==> src/shared/ivte_pkg.sv <==
// shared constants, types and lookups for the interrupt vector and trap entry block
package ivte_pkg;

    // ------------------------------------------------------------
    // apb register map (byte addresses)
    // ------------------------------------------------------------
    localparam logic [11:0] SEG_OFF = 12'h000;   // vector_table_segment
    localparam logic [11:0] CFG_OFF = 12'h004;   // cpu_config_register_one
    localparam logic [11:0] TFR_OFF = 12'h008;   // trap_flag_register
    localparam logic [11:0] STAT_OFF = 12'h00C;  // engine status, read only
    localparam logic [11:0] NODE_OFF = 12'h100;  // first node control word
    localparam logic [11:0] NODE_END = 12'h240;  // one past last node word

    // ------------------------------------------------------------
    // field layout
    // ------------------------------------------------------------
    localparam int SEG_W = 8;           // segment width
    localparam int SPC_LSB = 0;         // vector_spacing_field position
    localparam int SPC_W = 2;           // 0:4 1:8 2:16 3:32 bytes
    localparam int LVL_LSB = 0;         // node priority level field
    localparam int LVL_W = 4;           // sixteen levels
    localparam int IE_BIT = 6;          // node enable
    localparam int IR_BIT = 7;          // node_request_bit
    localparam int PEC_BIT = 8;         // route node to peripheral_event_transfer
    localparam int TRAP_CNT = 8;        // hardware trap sources

    // ------------------------------------------------------------
    // reset values
    // ------------------------------------------------------------
    localparam logic [SEG_W-1:0] SEG_RST = 8'h00;
    localparam logic [SPC_W-1:0] SPC_RST = 2'h0;  // four bytes between vectors
    localparam logic [3:0] LVL_RST = 4'h0;

    // ------------------------------------------------------------
    // node numbering: node index i carries trap number 10h + i
    // ------------------------------------------------------------
    localparam int NODE_CNT = 80;
    localparam logic [6:0] NODE_BASE = 7'h10;
    localparam int SUBCH_IDX = 60;                // trap 4Ch
    localparam logic [6:0] CAPTURE_RELOAD_REGISTER_NUM = 7'h27;    // capture_reload_register node
    localparam logic [15:0] CAPTURE_RELOAD_REGISTER_OFF = 16'h009C;
    localparam logic [2:0] SPC_SHIFT0 = 3'h2;     // log2 of four bytes

    // trap flag bit positions
    localparam int T_NMI = 0;
    localparam int T_STKOF = 1;
    localparam int T_STKUF = 2;
    localparam int T_BRK = 3;

    // ------------------------------------------------------------
    // types
    // ------------------------------------------------------------
    typedef struct packed {
        logic is_trap;       // trap entry, not a node
        logic [6:0] num;     // trap number
        logic [23:0] addr;   // segment and offset
    } ivte_vec_t;

    typedef enum logic [0:0] {
        ST_IDLE = 1'b0,
        ST_OFFER = 1'b1
    } ivte_state_t;

    // nodes with no peripheral behind them take software requests only
    function automatic bit node_is_assigned(input int idx);
        return !((idx <= 7) || (idx >= 14 && idx <= 17) || (idx >= 47 && idx <= 49)
            || (idx == 59) || (idx >= 68 && idx <= 76));
    endfunction

    // trap number per flag: class a traps own vectors, class b shares one
    function automatic logic [6:0] trap_num(input int bit_idx);
        case (bit_idx)
            T_NMI: return 7'h02;
            T_STKOF: return 7'h04;
            T_STKUF: return 7'h06;
            T_BRK: return 7'h08;
            default: return 7'h0A;
        endcase
    endfunction

    // trap priority, 3 highest; 0 means no trap in service
    function automatic logic [1:0] trap_prio(input int bit_idx);
        case (bit_idx)
            T_NMI: return 2'h3;
            T_STKOF, T_STKUF: return 2'h2;
            default: return 2'h1;
        endcase
    endfunction

endpackage

==> src/logic/ivte_prio.sv <==
// level arbiter: picks the highest-level request among all nodes
`timescale 1ns/1ps
module ivte_prio (
    input wire logic [ivte_pkg::NODE_CNT-1:0] req,
    input wire logic [ivte_pkg::NODE_CNT*4-1:0] lvl_flat,
    output logic win_valid,
    output logic [6:0] win_idx,
    output logic [3:0] win_lvl
);
    // ------------------------------------------------------------
    // compare chain
    // ------------------------------------------------------------
    // chain of best-so-far; a long chain trades depth for area
    logic [ivte_pkg::NODE_CNT:0] bv;                  // chain valid
    logic [6:0] bi [ivte_pkg::NODE_CNT+1];            // chain index
    logic [3:0] bl [ivte_pkg::NODE_CNT+1];            // chain level

    assign bv[0] = 1'b0;
    assign bi[0] = 7'h00;
    assign bl[0] = 4'h0;

    genvar i;
    generate
        for (i = 0; i < ivte_pkg::NODE_CNT; i++) begin : g_stage
            wire [3:0] lv = lvl_flat[i*4 +: 4];
            // strictly higher wins, so lower index keeps ties
            wire take = req[i] && (!bv[i] || lv > bl[i]);
            assign bv[i+1] = bv[i] || req[i];
            assign bi[i+1] = take ? 7'(i) : bi[i];
            assign bl[i+1] = take ? lv : bl[i];
        end
    endgenerate

    assign win_valid = bv[ivte_pkg::NODE_CNT];
    assign win_idx = bi[ivte_pkg::NODE_CNT];
    assign win_lvl = bl[ivte_pkg::NODE_CNT];
endmodule

==> src/logic/ivte_top.sv <==
// interrupt vector and trap entry engine with apb register slave
`timescale 1ns/1ps
module ivte_top (
    input wire logic pclk,
    input wire logic presetn,
    input wire logic ce,
    input wire logic psel,
    input wire logic penable,
    input wire logic pwrite,
    input wire logic [11:0] paddr,
    input wire logic [31:0] pwdata,
    output logic [31:0] prdata,
    output logic pready,
    output logic pslverr,
    input wire logic [ivte_pkg::NODE_CNT-1:0] node_req,
    input wire logic subch_end,
    input wire logic [ivte_pkg::TRAP_CNT-1:0] trap_evt,
    input wire logic [3:0] cpu_level,
    input wire logic vec_ack,
    input wire logic trap_done,
    output ivte_pkg::ivte_vec_t vec,
    output logic vec_valid,
    output logic pec_req,
    output logic [6:0] pec_node,
    output logic [ivte_pkg::TRAP_CNT-1:0] trap_flags
);
    // ------------------------------------------------------------
    // state
    // ------------------------------------------------------------
    logic [ivte_pkg::SEG_W-1:0] seg_reg;          // vector_table_segment
    logic [ivte_pkg::SPC_W-1:0] spc_reg;          // vector_spacing_field
    logic [ivte_pkg::TRAP_CNT-1:0] tflag_reg;     // trap_flag_register
    logic [ivte_pkg::TRAP_CNT-1:0] tpend_reg;     // traps awaiting entry
    logic [1:0] tlvl_reg;                         // trap in service, 0 none
    logic [3:0] ilvl_reg [ivte_pkg::NODE_CNT];    // node levels
    logic [ivte_pkg::NODE_CNT-1:0] ie_reg;        // node enables
    logic [ivte_pkg::NODE_CNT-1:0] ir_reg;        // node_request_bit
    logic [ivte_pkg::NODE_CNT-1:0] pecsel_reg;    // transfer routing
    ivte_pkg::ivte_state_t state_reg;
    ivte_pkg::ivte_vec_t vec_reg;
    logic vec_valid_reg;
    logic [6:0] src_reg;                          // node or trap bit offered
    logic pec_req_reg;
    logic [6:0] pec_node_reg;
    logic [31:0] prdata_reg;
    logic pready_reg;
    logic pslverr_reg;

    // ------------------------------------------------------------
    // apb decode
    // ------------------------------------------------------------
    wire acc = psel && penable;
    wire fire = acc && pready_reg;                // completing edge
    wire wr_fire = fire && pwrite;
    wire hit_seg = paddr == ivte_pkg::SEG_OFF;
    wire hit_cfg = paddr == ivte_pkg::CFG_OFF;
    wire hit_tfr = paddr == ivte_pkg::TFR_OFF;
    wire hit_stat = paddr == ivte_pkg::STAT_OFF;
    wire hit_node = paddr >= ivte_pkg::NODE_OFF && paddr < ivte_pkg::NODE_END
        && paddr[1:0] == 2'h0;
    wire [11:0] node_rel = paddr - ivte_pkg::NODE_OFF;
    wire [6:0] node_idx = node_rel[8:2];
    wire mapped = hit_seg || hit_cfg || hit_tfr || hit_stat || hit_node;
    wire [31:0] node_word = {23'h00_0000, pecsel_reg[node_idx], ir_reg[node_idx],
        ie_reg[node_idx], 2'h0, ilvl_reg[node_idx]};
    wire [31:0] rd_mux =
        hit_seg ? {24'h00_0000, seg_reg} :
        hit_cfg ? {30'h0000_0000, spc_reg} :
        hit_tfr ? {24'h00_0000, tflag_reg} :
        hit_stat ? {28'h000_0000, tlvl_reg, vec_valid_reg, state_reg} :
        hit_node ? node_word : 32'h0000_0000;

    // ------------------------------------------------------------
    // arbitration
    // ------------------------------------------------------------
    logic [ivte_pkg::NODE_CNT*4-1:0] lvl_flat;   // levels for the arbiter
    logic [ivte_pkg::NODE_CNT-1:0] node_ok;      // requests above cpu level
    logic int_valid;
    logic [6:0] int_idx;
    logic [3:0] int_lvl;

    genvar g;
    generate
        for (g = 0; g < ivte_pkg::NODE_CNT; g++) begin : g_lvl
            assign lvl_flat[g*4 +: 4] = ilvl_reg[g];
            assign node_ok[g] = ir_reg[g] && ie_reg[g] && ilvl_reg[g] > cpu_level;
        end
    endgenerate

    ivte_prio u_prio (
        .req(node_ok),
        .lvl_flat(lvl_flat),
        .win_valid(int_valid),
        .win_idx(int_idx),
        .win_lvl(int_lvl)
    );

    wire int_go = int_valid && tlvl_reg == 2'h0;
    wire int_pec = pecsel_reg[int_idx];

    logic trap_go;            // some pending trap may enter
    logic [2:0] trap_bit;     // chosen flag position
    logic [1:0] trap_best;    // its priority
    always_comb begin
        trap_go = 1'b0;
        trap_bit = 3'h0;
        trap_best = 2'h0;
        for (int k = 0; k < ivte_pkg::TRAP_CNT; k++) begin
            if (tpend_reg[k] && ivte_pkg::trap_prio(k) > tlvl_reg
                && ivte_pkg::trap_prio(k) > trap_best) begin
                trap_go = 1'b1;
                trap_bit = 3'(k);
                trap_best = ivte_pkg::trap_prio(k);
            end
        end
    end

    // ------------------------------------------------------------
    // vector formation
    // ------------------------------------------------------------
    // number scaled by spacing
    function automatic logic [15:0] vec_off(input logic [6:0] num, input logic [1:0] spc);
        vec_off = {9'h000, num} << (ivte_pkg::SPC_SHIFT0 + {1'b0, spc});
    endfunction

    logic [7:0] tnum_lut [ivte_pkg::TRAP_CNT];   // trap numbers by flag
    generate
        for (g = 0; g < ivte_pkg::TRAP_CNT; g++) begin : g_tnum
            assign tnum_lut[g] = {1'b0, ivte_pkg::trap_num(g)};
        end
    endgenerate

    wire [6:0] int_num = ivte_pkg::NODE_BASE + int_idx;
    wire [6:0] trap_n = tnum_lut[trap_bit][6:0];
    wire [23:0] int_addr = {seg_reg, vec_off(int_num, spc_reg)};
    wire [23:0] trap_addr = {seg_reg, vec_off(trap_n, spc_reg)};

    // ------------------------------------------------------------
    // offer state machine controls
    // ------------------------------------------------------------
    wire idle = state_reg == ivte_pkg::ST_IDLE;
    wire load_trap = idle && trap_go;
    wire load_int = idle && !trap_go && int_go && !int_pec;
    wire pec_fire = idle && !trap_go && int_go && int_pec;
    wire offer = state_reg == ivte_pkg::ST_OFFER;
    wire acked = offer && vec_ack;
    // a node offer is withdrawn once a trap or a lost request overtakes it
    wire withdraw = offer && !vec_ack && !vec_reg.is_trap
        && (trap_go || !node_ok[src_reg] || tlvl_reg != 2'h0);
    wire node_clr = (acked && !vec_reg.is_trap) || pec_fire;
    wire [6:0] clr_idx = pec_fire ? int_idx : src_reg;

    // ------------------------------------------------------------
    // apb slave: one wait state, then pready for one cycle
    // ------------------------------------------------------------
    always_ff @(posedge pclk or negedge presetn) begin
        if (!presetn) begin
            pready_reg <= 1'b0;
            pslverr_reg <= 1'b0;
            prdata_reg <= 32'h0000_0000;
        end else if (ce) begin
            pready_reg <= acc && !pready_reg;
            pslverr_reg <= acc && !pready_reg && !mapped;
            if (acc && !pready_reg) begin
                prdata_reg <= rd_mux;
            end
        end
    end

    // configuration words
    always_ff @(posedge pclk or negedge presetn) begin
        if (!presetn) begin
            seg_reg <= ivte_pkg::SEG_RST;
            spc_reg <= ivte_pkg::SPC_RST;
        end else if (ce && wr_fire) begin
            if (hit_seg) begin
                seg_reg <= pwdata[ivte_pkg::SEG_W-1:0];
            end
            if (hit_cfg) begin
                spc_reg <= pwdata[ivte_pkg::SPC_LSB +: ivte_pkg::SPC_W];
            end
        end
    end

    // ------------------------------------------------------------
    // per-node control and request bits
    // ------------------------------------------------------------
    generate
        for (g = 0; g < ivte_pkg::NODE_CNT; g++) begin : g_node
            localparam bit ASG = ivte_pkg::node_is_assigned(g);
            wire sw_hit = wr_fire && hit_node && node_idx == 7'(g);
            wire hw_set = ASG ? node_req[g] : 1'b0;
            wire sub_set = (g == ivte_pkg::SUBCH_IDX) ? subch_end : 1'b0;
            wire sw_set = sw_hit && pwdata[ivte_pkg::IR_BIT];
            wire clr = (sw_hit && !pwdata[ivte_pkg::IR_BIT]) || (node_clr && clr_idx == 7'(g));
            // set wins over clear
            wire ir_next = hw_set || sub_set || sw_set || (ir_reg[g] && !clr);
            always_ff @(posedge pclk or negedge presetn) begin
                if (!presetn) begin
                    ir_reg[g] <= 1'b0;
                    ie_reg[g] <= 1'b0;
                    pecsel_reg[g] <= 1'b0;
                    ilvl_reg[g] <= ivte_pkg::LVL_RST;
                end else if (ce) begin
                    ir_reg[g] <= ir_next;
                    if (sw_hit) begin
                        ie_reg[g] <= pwdata[ivte_pkg::IE_BIT];
                        pecsel_reg[g] <= pwdata[ivte_pkg::PEC_BIT];
                        ilvl_reg[g] <= pwdata[ivte_pkg::LVL_LSB +: ivte_pkg::LVL_W];
                    end
                end
            end
        end
    endgenerate

    // ------------------------------------------------------------
    // trap flags and pending traps
    // ------------------------------------------------------------
    wire tfr_clr = wr_fire && hit_tfr;
    wire [7:0] tpend_clr = (acked && vec_reg.is_trap) ? (8'h01 << src_reg[2:0]) : 8'h00;
    always_ff @(posedge pclk or negedge presetn) begin
        if (!presetn) begin
            tflag_reg <= 8'h00;
            tpend_reg <= 8'h00;
        end else if (ce) begin
            // own flag, set beats write-one clear
            tflag_reg <= trap_evt | (tflag_reg & ~(tfr_clr ? pwdata[7:0] : 8'h00));
            tpend_reg <= trap_evt | (tpend_reg & ~tpend_clr);
        end
    end

    // trap service level, held until the core reports completion
    always_ff @(posedge pclk or negedge presetn) begin
        if (!presetn) begin
            tlvl_reg <= 2'h0;
        end else if (ce) begin
            if (acked && vec_reg.is_trap) begin
                tlvl_reg <= ivte_pkg::trap_prio(int'(src_reg[2:0]));
            end else if (trap_done) begin
                // nesting depth is one: an outer trap level is not restored
                tlvl_reg <= 2'h0;
            end
        end
    end

    // ------------------------------------------------------------
    // offer state machine
    // ------------------------------------------------------------
    always_ff @(posedge pclk or negedge presetn) begin
        if (!presetn) begin
            state_reg <= ivte_pkg::ST_IDLE;
            vec_reg <= '0;
            vec_valid_reg <= 1'b0;
            src_reg <= 7'h00;
            pec_req_reg <= 1'b0;
            pec_node_reg <= 7'h00;
        end else if (ce) begin
            pec_req_reg <= pec_fire;
            unique case (state_reg)
                ivte_pkg::ST_IDLE: begin
                    if (load_trap) begin
                        vec_reg <= '{is_trap: 1'b1, num: trap_n, addr: trap_addr};
                        src_reg <= {4'h0, trap_bit};
                        vec_valid_reg <= 1'b1;
                        state_reg <= ivte_pkg::ST_OFFER;
                    end else if (load_int) begin
                        vec_reg <= '{is_trap: 1'b0, num: int_num, addr: int_addr};
                        src_reg <= int_idx;
                        vec_valid_reg <= 1'b1;
                        state_reg <= ivte_pkg::ST_OFFER;
                    end else if (pec_fire) begin
                        // one stolen cycle, no vector
                        pec_node_reg <= int_idx;
                    end
                end
                ivte_pkg::ST_OFFER: begin
                    if (acked || withdraw) begin
                        vec_valid_reg <= 1'b0;
                        state_reg <= ivte_pkg::ST_IDLE;
                    end
                end
            endcase
        end
    end

    assign prdata = prdata_reg;
    assign pready = pready_reg;
    assign pslverr = pslverr_reg;
    assign vec = vec_reg;
    assign vec_valid = vec_valid_reg;
    assign pec_req = pec_req_reg;
    assign pec_node = pec_node_reg;
    assign trap_flags = tflag_reg;
endmodule

==> config.mk <==
export PLATFORM = sky130hd
export DESIGN_NAME = ivte_top
export DESIGN_NICKNAME = d
export VERILOG_FILES = /design/src/shared/ivte_pkg.sv /design/src/logic/ivte_prio.sv /design/src/logic/ivte_top.sv
export SDC_FILE = /design/constraint.sdc
export NUM_CORES = 2
export LEC_CHECK = 0
export ABC_CLOCK_PERIOD_IN_PS = 114800
export CAP_MARGIN = 0
export CORE_UTILIZATION = 24
export DETAILED_ROUTE_END_ITERATION = 8
export DONT_BUFFER_PORTS = 1
export PLACE_DENSITY = 0.47
export SLEW_MARGIN = 20
export SYNTH_ARGS = -nofsm -noshare
export SYNTH_HDL_FRONTEND = slang
export SYNTH_SLANG_ARGS = --single-unit
==> constraint.sdc <==
create_clock -name pclk -period 114.8 [get_ports pclk]
set_input_delay 0 -clock pclk [delete_from_list [all_inputs] [get_ports pclk]]
set_output_delay 0 -clock pclk [all_outputs]
set_load 0.005 [all_outputs]
# Yosys cells after proc, flatten, opt, wreduce, memory -nomap -nowiden
# Memory sizes are Yosys's and may differ from the RTL's.
# Index checks and enable logic that the tools add are counted.
# word_totals
word_cells	2235
memories	1
regBits	671
rom_bits	64
output_inout_bits	83
# memory_table
memory	words	width	rd	rd_clocked_by_memory_dff	wr	line_no	text
(name not given)	8	8	1	0	0	ivte_top.sv:134	wire [6:0] trap_n = tnum_lut[trap_bit][6:0];
# op_classes
n_lt_le_gt_ge	176
n_reduce_logical	1322
eq_ne	165
shifts	3
addsub	3
n_mux	218
bitwise_logic	11
# op_table
cell	n
1-bit logical AND	676
4-bit greater-than comparator	159
7-bit two-way mux	83
7-bit by 6-bit == test with 1-bit output, second input constant	64
1-bit logical OR	382
4-bit two-way mux	81
7-bit by 5-bit == test with 1-bit output, second input constant	32
7-bit == test, second input constant	32
2-bit AND reduction	84
1-bit logical NOT	167
7-bit by 4-bit == test with 1-bit output, second input constant	16
32-bit two-way mux	2
7-bit by 3-bit == test with 1-bit output, second input constant	8
9-bit two-way mux	5
1-bit binary-select mux with 7-bit select	5
7-bit by 3-bit left shift with 16-bit output	2
4-bit binary-select mux with 7-bit select	1
7-bit by 2-bit == test with 1-bit output, second input constant	4
12-bit by 4-bit == test with 1-bit output, second input constant	2
7-bit by 8-bit less-than comparator with 1-bit output, second input constant	3
2-bit two-way mux	11
1-bit two-way mux	21
8-bit bitwise AND	2
8-bit two-way mux	2
32 further kinds	54

# Depth between registers and ports, before layout
# logic_depth
ltp_word	329
mapped_depth	759
mapped_depth_nobuf	745

# Cells and area by module
# A second synthesis with hierarchy kept.
# unflattened
hier_cells	6224
hier_area_um2	58645.0
# modules_own_cells
module	instances	cells_each	area_per_inst_um2
ivte_top	1	3459	40192.3
ivte_prio	1	2765	18452.7

# Worst setup path before layout
# No wires, ideal clock.
# synth_timing
path_type	input -> register
startpoint	in cpu_level[3]
endpoint	reg ir_reg[18] (netlist name)
setup_ps	77
setup_slack_ps	-13461
required_ps	114723
path_stages	664
arrival_time_ps	128185
cell_sequence	inv_1 > ha_1 > nand4_1 > nand3_1 > a21oi_2 > nand2_1 > ha_1 > nand2b_1 > a21oi_1 > o21ai_0 > a21oi_1 > mux2_2 > ha_1 > nor2b_1 > o21ai_0 > nor3_1 > a21o_1 > a21oi_1 > [628 not listed] > nand2b_1 > a21oi_1 > a41o_1 > nand2_1 > nand2_1 > o21a_1 > a21boi_4 > nor2_2 > mux4_2 > mux2_2 > a22o_1 > and2_1 > buf_2 > nor3_4 > buf_4 > mux2i_1 > nor3_1 > o21ai_1
# synth_between
elab_chain_cells	329
# synth_lines
element	line_no	text
from (decl)	ivte_top.sv:18	input wire logic [3:0] cpu_level,
4-bit greater-than comparator	ivte_top.sv:86	assign node_ok[g] = ir_reg[g] && ie_reg[g] && ilvl_reg[g] > cpu_level;
1-bit logical AND	ivte_top.sv:86	
4-bit two-way mux	ivte_prio.sv:30	assign bl[i+1] = take ? lv : bl[i];
4-bit greater-than comparator	ivte_prio.sv:27	wire take = req[i] && (!bv[i] || lv > bl[i]);
1-bit logical OR	ivte_prio.sv:27	
1-bit logical AND	ivte_prio.sv:27	
4-bit two-way mux	ivte_prio.sv:30	
4-bit greater-than comparator	ivte_prio.sv:27	
[313 not listed]	n/a	
1-bit logical AND	ivte_top.sv:144	wire pec_fire = idle && !trap_go && int_go && int_pec;
7-bit two-way mux	ivte_top.sv:151	wire [6:0] clr_idx = pec_fire ? int_idx : src_reg;
7-bit by 5-bit == test with 1-bit output	ivte_top.sv:195	wire clr = (sw_hit && !pwdata[ivte_pkg::IR_BIT]) || (node_clr && clr_idx == 7'(g));
1-bit logical AND (*)	ivte_top.sv:195	
1-bit logical OR (*)	ivte_top.sv:195	
1-bit logical NOT (*)	ivte_top.sv:197	wire ir_next = hw_set || sub_set || sw_set || (ir_reg[g] && !clr);
1-bit logical AND (*)	ivte_top.sv:197	
1-bit logical OR (*)	ivte_top.sv:197	
to (signal, indexed assignment)	ivte_top.sv:205	ir_reg[g] <= ir_next;
to (decl)	ivte_top.sv:37	logic [ivte_pkg::NODE_CNT-1:0] ir_reg;
# Mark *: on every way between the ends. The rest lies on a longest branch, timed or not. The select of a mux whose other input is x is not followed.
# A chain may end at the register's enable or synchronous reset.

==> summary.txt <==
Global routing
  – Gr usage total: 0.2129
  – Total gr overflow: 0
  – Largest net degree at the start of global routing: 647
  – Vias in the first global route: 58,720
  – Initial antenna violation count: 68
  – First-pass GRT wire length: 392,700 µm

Min path
  – Hold Path Class: input pin to register

Worst setup path
  – WP depth: 694
  – Setup crit start: ilvl_reg[317]
  – R2R Setup Slk: -5640 ps
  – Worst setup endpoint: ir_reg[71]
  – Worst reg2reg path startpoint: ilvl_reg[317]
  – Worst stage delay on the critical path: 540 ps
  – CP endpoint kind: register
  – Critical path peak fanout: 7
  – R2R Path End: ir_reg[71]
  – Crit Path Class: register to register
  – Number of buffers and inverters on the critical path: 97
  – Most Frequent Cell on Critical Path: ha_4
  – FF-to-FF path depth: 694
  – Critical Path AT: 121,060 ps
  – Slowest-stage cell, CP: mux4_2
  – CP Launch Type: register
  – CP delay by family, top: compound AO/OA/AOI/OAI gates
  – Crit path required time: 115,420 ps

Floorplanning
  – I/O pins: 228
  – Die area: 244,800 µm²
  – Die Height: 494.8 µm
  – Row count: 180
  – Starting Density: 0.2418
  – Core box area: 241,000 µm²
  – Die width: 494.8 µm

Detailed routing
  – Antenna Nets Post-Route: 0
  – First-pass DRT Iterations: 6
  – Via Count: 59,530
  – WL/cell: 24.69 µm
  – Post-Route WL: 270,800 µm
  – Vias per std cell: 5.427
  – Initial DRC Count: 5,138
  – DRC viols: 0

STA
  – Max_slew headroom: 0.2600
  – Unrepaired setup endpoints after global routing: yes
  – Fin crit period: 120,440 ps
  – PnR worst setup slack: -5638 ps
  – Skew final: 42.88 ps
  – Slew @ Worst Pin: 1106 ps
  – Final Hold Viols: 0
  – Final period util: 1.049
  – Hold Slack: 32.10 ps
  – Fmax achieved: 0.008303 GHz
  – Final setup viols: 127
  – Final slew viol count: 0

Cells and area
  – Area delta synth->final: 42.63%
  – Fraction of layout cells with a size suffix above 1: 0.4114
  – # nets final: 8,394
  – Reg area: 16,170 µm²
  – Max reg flops: 320
  – Area taken by multi-input logic gates: 45,840 µm²
  – Finished Layout Cells: 10,970
  – Fill cell count: 24,380

Placement
  – Post-DP HPWL: 194,600 µm
  – Final Wtd Congestion: 0.9613
  – Dpl cells: 10,280
  – Port Buf Inserts: 0

CTS
  – Skew-Pair Late Insertion Delay: 720 ps
  – TritonCTS clock tree: built
  – Root Buffer: clkbuf_16
  – Clk buf depth: 3
  – H-tree depth: 3
  – Total CTS buffers: 82
  – Worst-path clk slew: 60 ps
  – Sink Count: 646

Status
  – Status: finished with violations
  – Failing checks: setup timing

Yosys
  – EDFF count, synth: 0
  – Post-synthesis register bit count: 646
  – Sequential area share after synthesis: 0.2774
  – Ys flop type: dfrtp_1
  – Yosys warnings: 0
  – Distinct cells, synth: 138
  – Post-Syn Area per Cell: 9.279 µm²
  – Post-Syn Area: 58,270 µm²
  – Synthesized instance count: 6,280
  – Ys async rst share: 1.000

Power and ir drop
  – Leakage: 35.94 nW
  – Worst vdd ir: 9.503 µV
  – Pwr/cell area: 7.280 nW/µm²

Job
  – Max-cap violations: 0
==> power breakdown <==
group	total (mW)	internal [mW]	switching, mW
registers	0.239	0.231	0.00771
clock network	0.270	0.155	0.114
logic	0.0968	0.0354	0.0613
total	0.605	0.422	0.183
==> worst min-delay path: stages <==
cell	delay [ps]
dlygate4sd3_1	520
nand2_1	80
nand2_1	70
==> layout by cell type, fill, tap and decap left out, types with 64 or more instances in the layout <==
cell and count:
o31ai_1 64, ha_4 135, o21ai_0 296, nor3_1 65, dfrtp_1 644, mux2_2 422
nor2b_1 119, clkbuf_16 85, a21oi_2 107, mux2_4 86, dlygate4sd3_1 141, ha_1 410
o21a_1 171, inv_1 348, a21oi_1 178, nand2_1 552, mux4_2 206, buf_4 1326
a22oi_1 84, o21ai_1 138, o2111ai_1 64, nand3_1 151, nor2_1 327, nand4_1 111
==> layer usage <==
metal  vias to the layer above  share of wire  GRT usage
met3                       571          0.062    0.03173
met2                      2086           0.47     0.3529
met4                        20          0.042    0.07978
li1                      26720              -          -
met5                         -        0.00047          0
met1                     30140           0.42     0.2779
==> worst min-delay path by stage <==
stage | start | endpoint | slack, ps | depth (start not counted)
6_report | trap_evt[7] | trap_flags[7] | 30 | 3
2_1_floorplan | presetn | ie_reg[0] | -300 | 0
3_3_place_gp | presetn | ilvl_reg[25] | -190 | 0
4_1_cts | paddr[3] | ir_reg[68] | 2 | 4
5_1_grt | trap_evt[7] | trap_flags[7] | 20 | 3
3_5_place_dp | presetn | ilvl_reg[26] | -190 | 0
==> through the flow <==
| stage | cell area (µm²) | power [mW] | setup WS, ps | setup TNS (ps) | util |
|---|---|---|---|---|---|
| CTS | 80070 | 0.6001 | -4192 | -503800 | 0.3323 |
| finish | 83120 | 0.6051 | -5638 | -682590 | 0.3449 |
| global route | 83100 | 0.6212 | -12100 | -1506690 | 0.3448 |
| global placement | 72030 | 0.3083 | -5037 | -601930 | 0.2989 |
| floorplan | 61260 | 0.2824 | -2173 | -251150 | - |
| detailed placement | 72040 | 0.3096 | -7388 | -896580 | 0.2990 |
==> cell families after synthesis <==
| family | share of synthesized area |
|---|---|
| buffers and inverters | 0.04369 |
| xor gates and xnor gates | 0.002684 |
| DFF | 0.2774 |
| AOI/OAI and AO/OA | 0.2103 |
| adders and majority gates | 0.1202 |
| muxes | 0.1958 |
| and+or+nand+nor | 0.1498 |
| other | 0.00006435 |
==> cells in the mapped netlist, types with 12 or more instances <==
| master | n | area share |
|---|---|---|
| nand3_1 | 175 | 0.015 |
| nor2_1 | 375 | 0.024 |
| nand4_1 | 111 | 0.012 |
| a21oi_1 | 315 | 0.027 |
| a311oi_1 | 12 | 0.0018 |
| xnor2_1 | 12 | 0.0018 |
| o21a_1 | 174 | 0.022 |
| o31a_1 | 19 | 0.0029 |
| a211o_1 | 20 | 0.0030 |
| a31oi_1 | 60 | 0.0064 |
| nand2b_1 | 59 | 0.0063 |
| o22ai_1 | 20 | 0.0021 |
| or3_1 | 26 | 0.0028 |
| nor2b_1 | 130 | 0.014 |
| and2_1 | 43 | 0.0046 |
| o21ai_1 | 98 | 0.0084 |
| nand2_1 | 601 | 0.039 |
| nor3_1 | 125 | 0.011 |
| a211oi_1 | 38 | 0.0049 |
| buf_4 | 28 | 0.0036 |
| nand3b_1 | 14 | 0.0018 |
| a21o_1 | 50 | 0.0064 |
| a22oi_1 | 88 | 0.011 |
| buf_1 | 27 | 0.0017 |
| inv_1 | 396 | 0.026 |
| nor4_1 | 17 | 0.0018 |
| o211a_1 | 21 | 0.0036 |
| mux4_2 | 206 | 0.080 |
| o221ai_1 | 29 | 0.0044 |
| or2_2 | 24 | 0.0026 |
| mux2i_1 | 94 | 0.016 |
| o2111a_1 | 18 | 0.0035 |
| o211ai_1 | 49 | 0.0063 |
| o21ai_0 | 391 | 0.034 |
| clkbuf_1 | 172 | 0.011 |
| o2111ai_1 | 70 | 0.011 |
| nor3b_1 | 16 | 0.0021 |
| ha_1 | 550 | 0.12 |
| mux2_2 | 500 | 0.097 |
| dfrtp_1 | 646 | 0.28 |
| o31ai_1 | 76 | 0.0098 |
| buf_2 | 19 | 0.0016 |
| mux2_1 | 14 | 0.0027 |
| and3_1 | 30 | 0.0032 |
==> repair_timing <==
| item | in CTS | in global routing |
|---|---|---|
| hold buffers | 149 | 2 |
| setup buffers | 260 | 113 |
| setup endpoints to repair | 127 | 127 |
| hold endpoints to repair | 1254 | 508 |
| pin swaps | 363 | 389 |
| resized for setup | 336 | 388 |
| gates cloned | 4 | 2 |
==> area by class of cell <==
cell class / count / area share
Antenna cell: 20 / 0.0006021
Clock buffer: 116 / 0.02829
Clock inverter: 33 / 0.004832
Inverter: 398 / 0.01826
Multi-Input combinational cell: 5016 / 0.5515
Sequential cell: 646 / 0.1945
Tap cell: 3185 / 0.04795
Timing Repair Buffer: 1555 / 0.1540
Note: power is estimated with default switching activity, not from simulation.
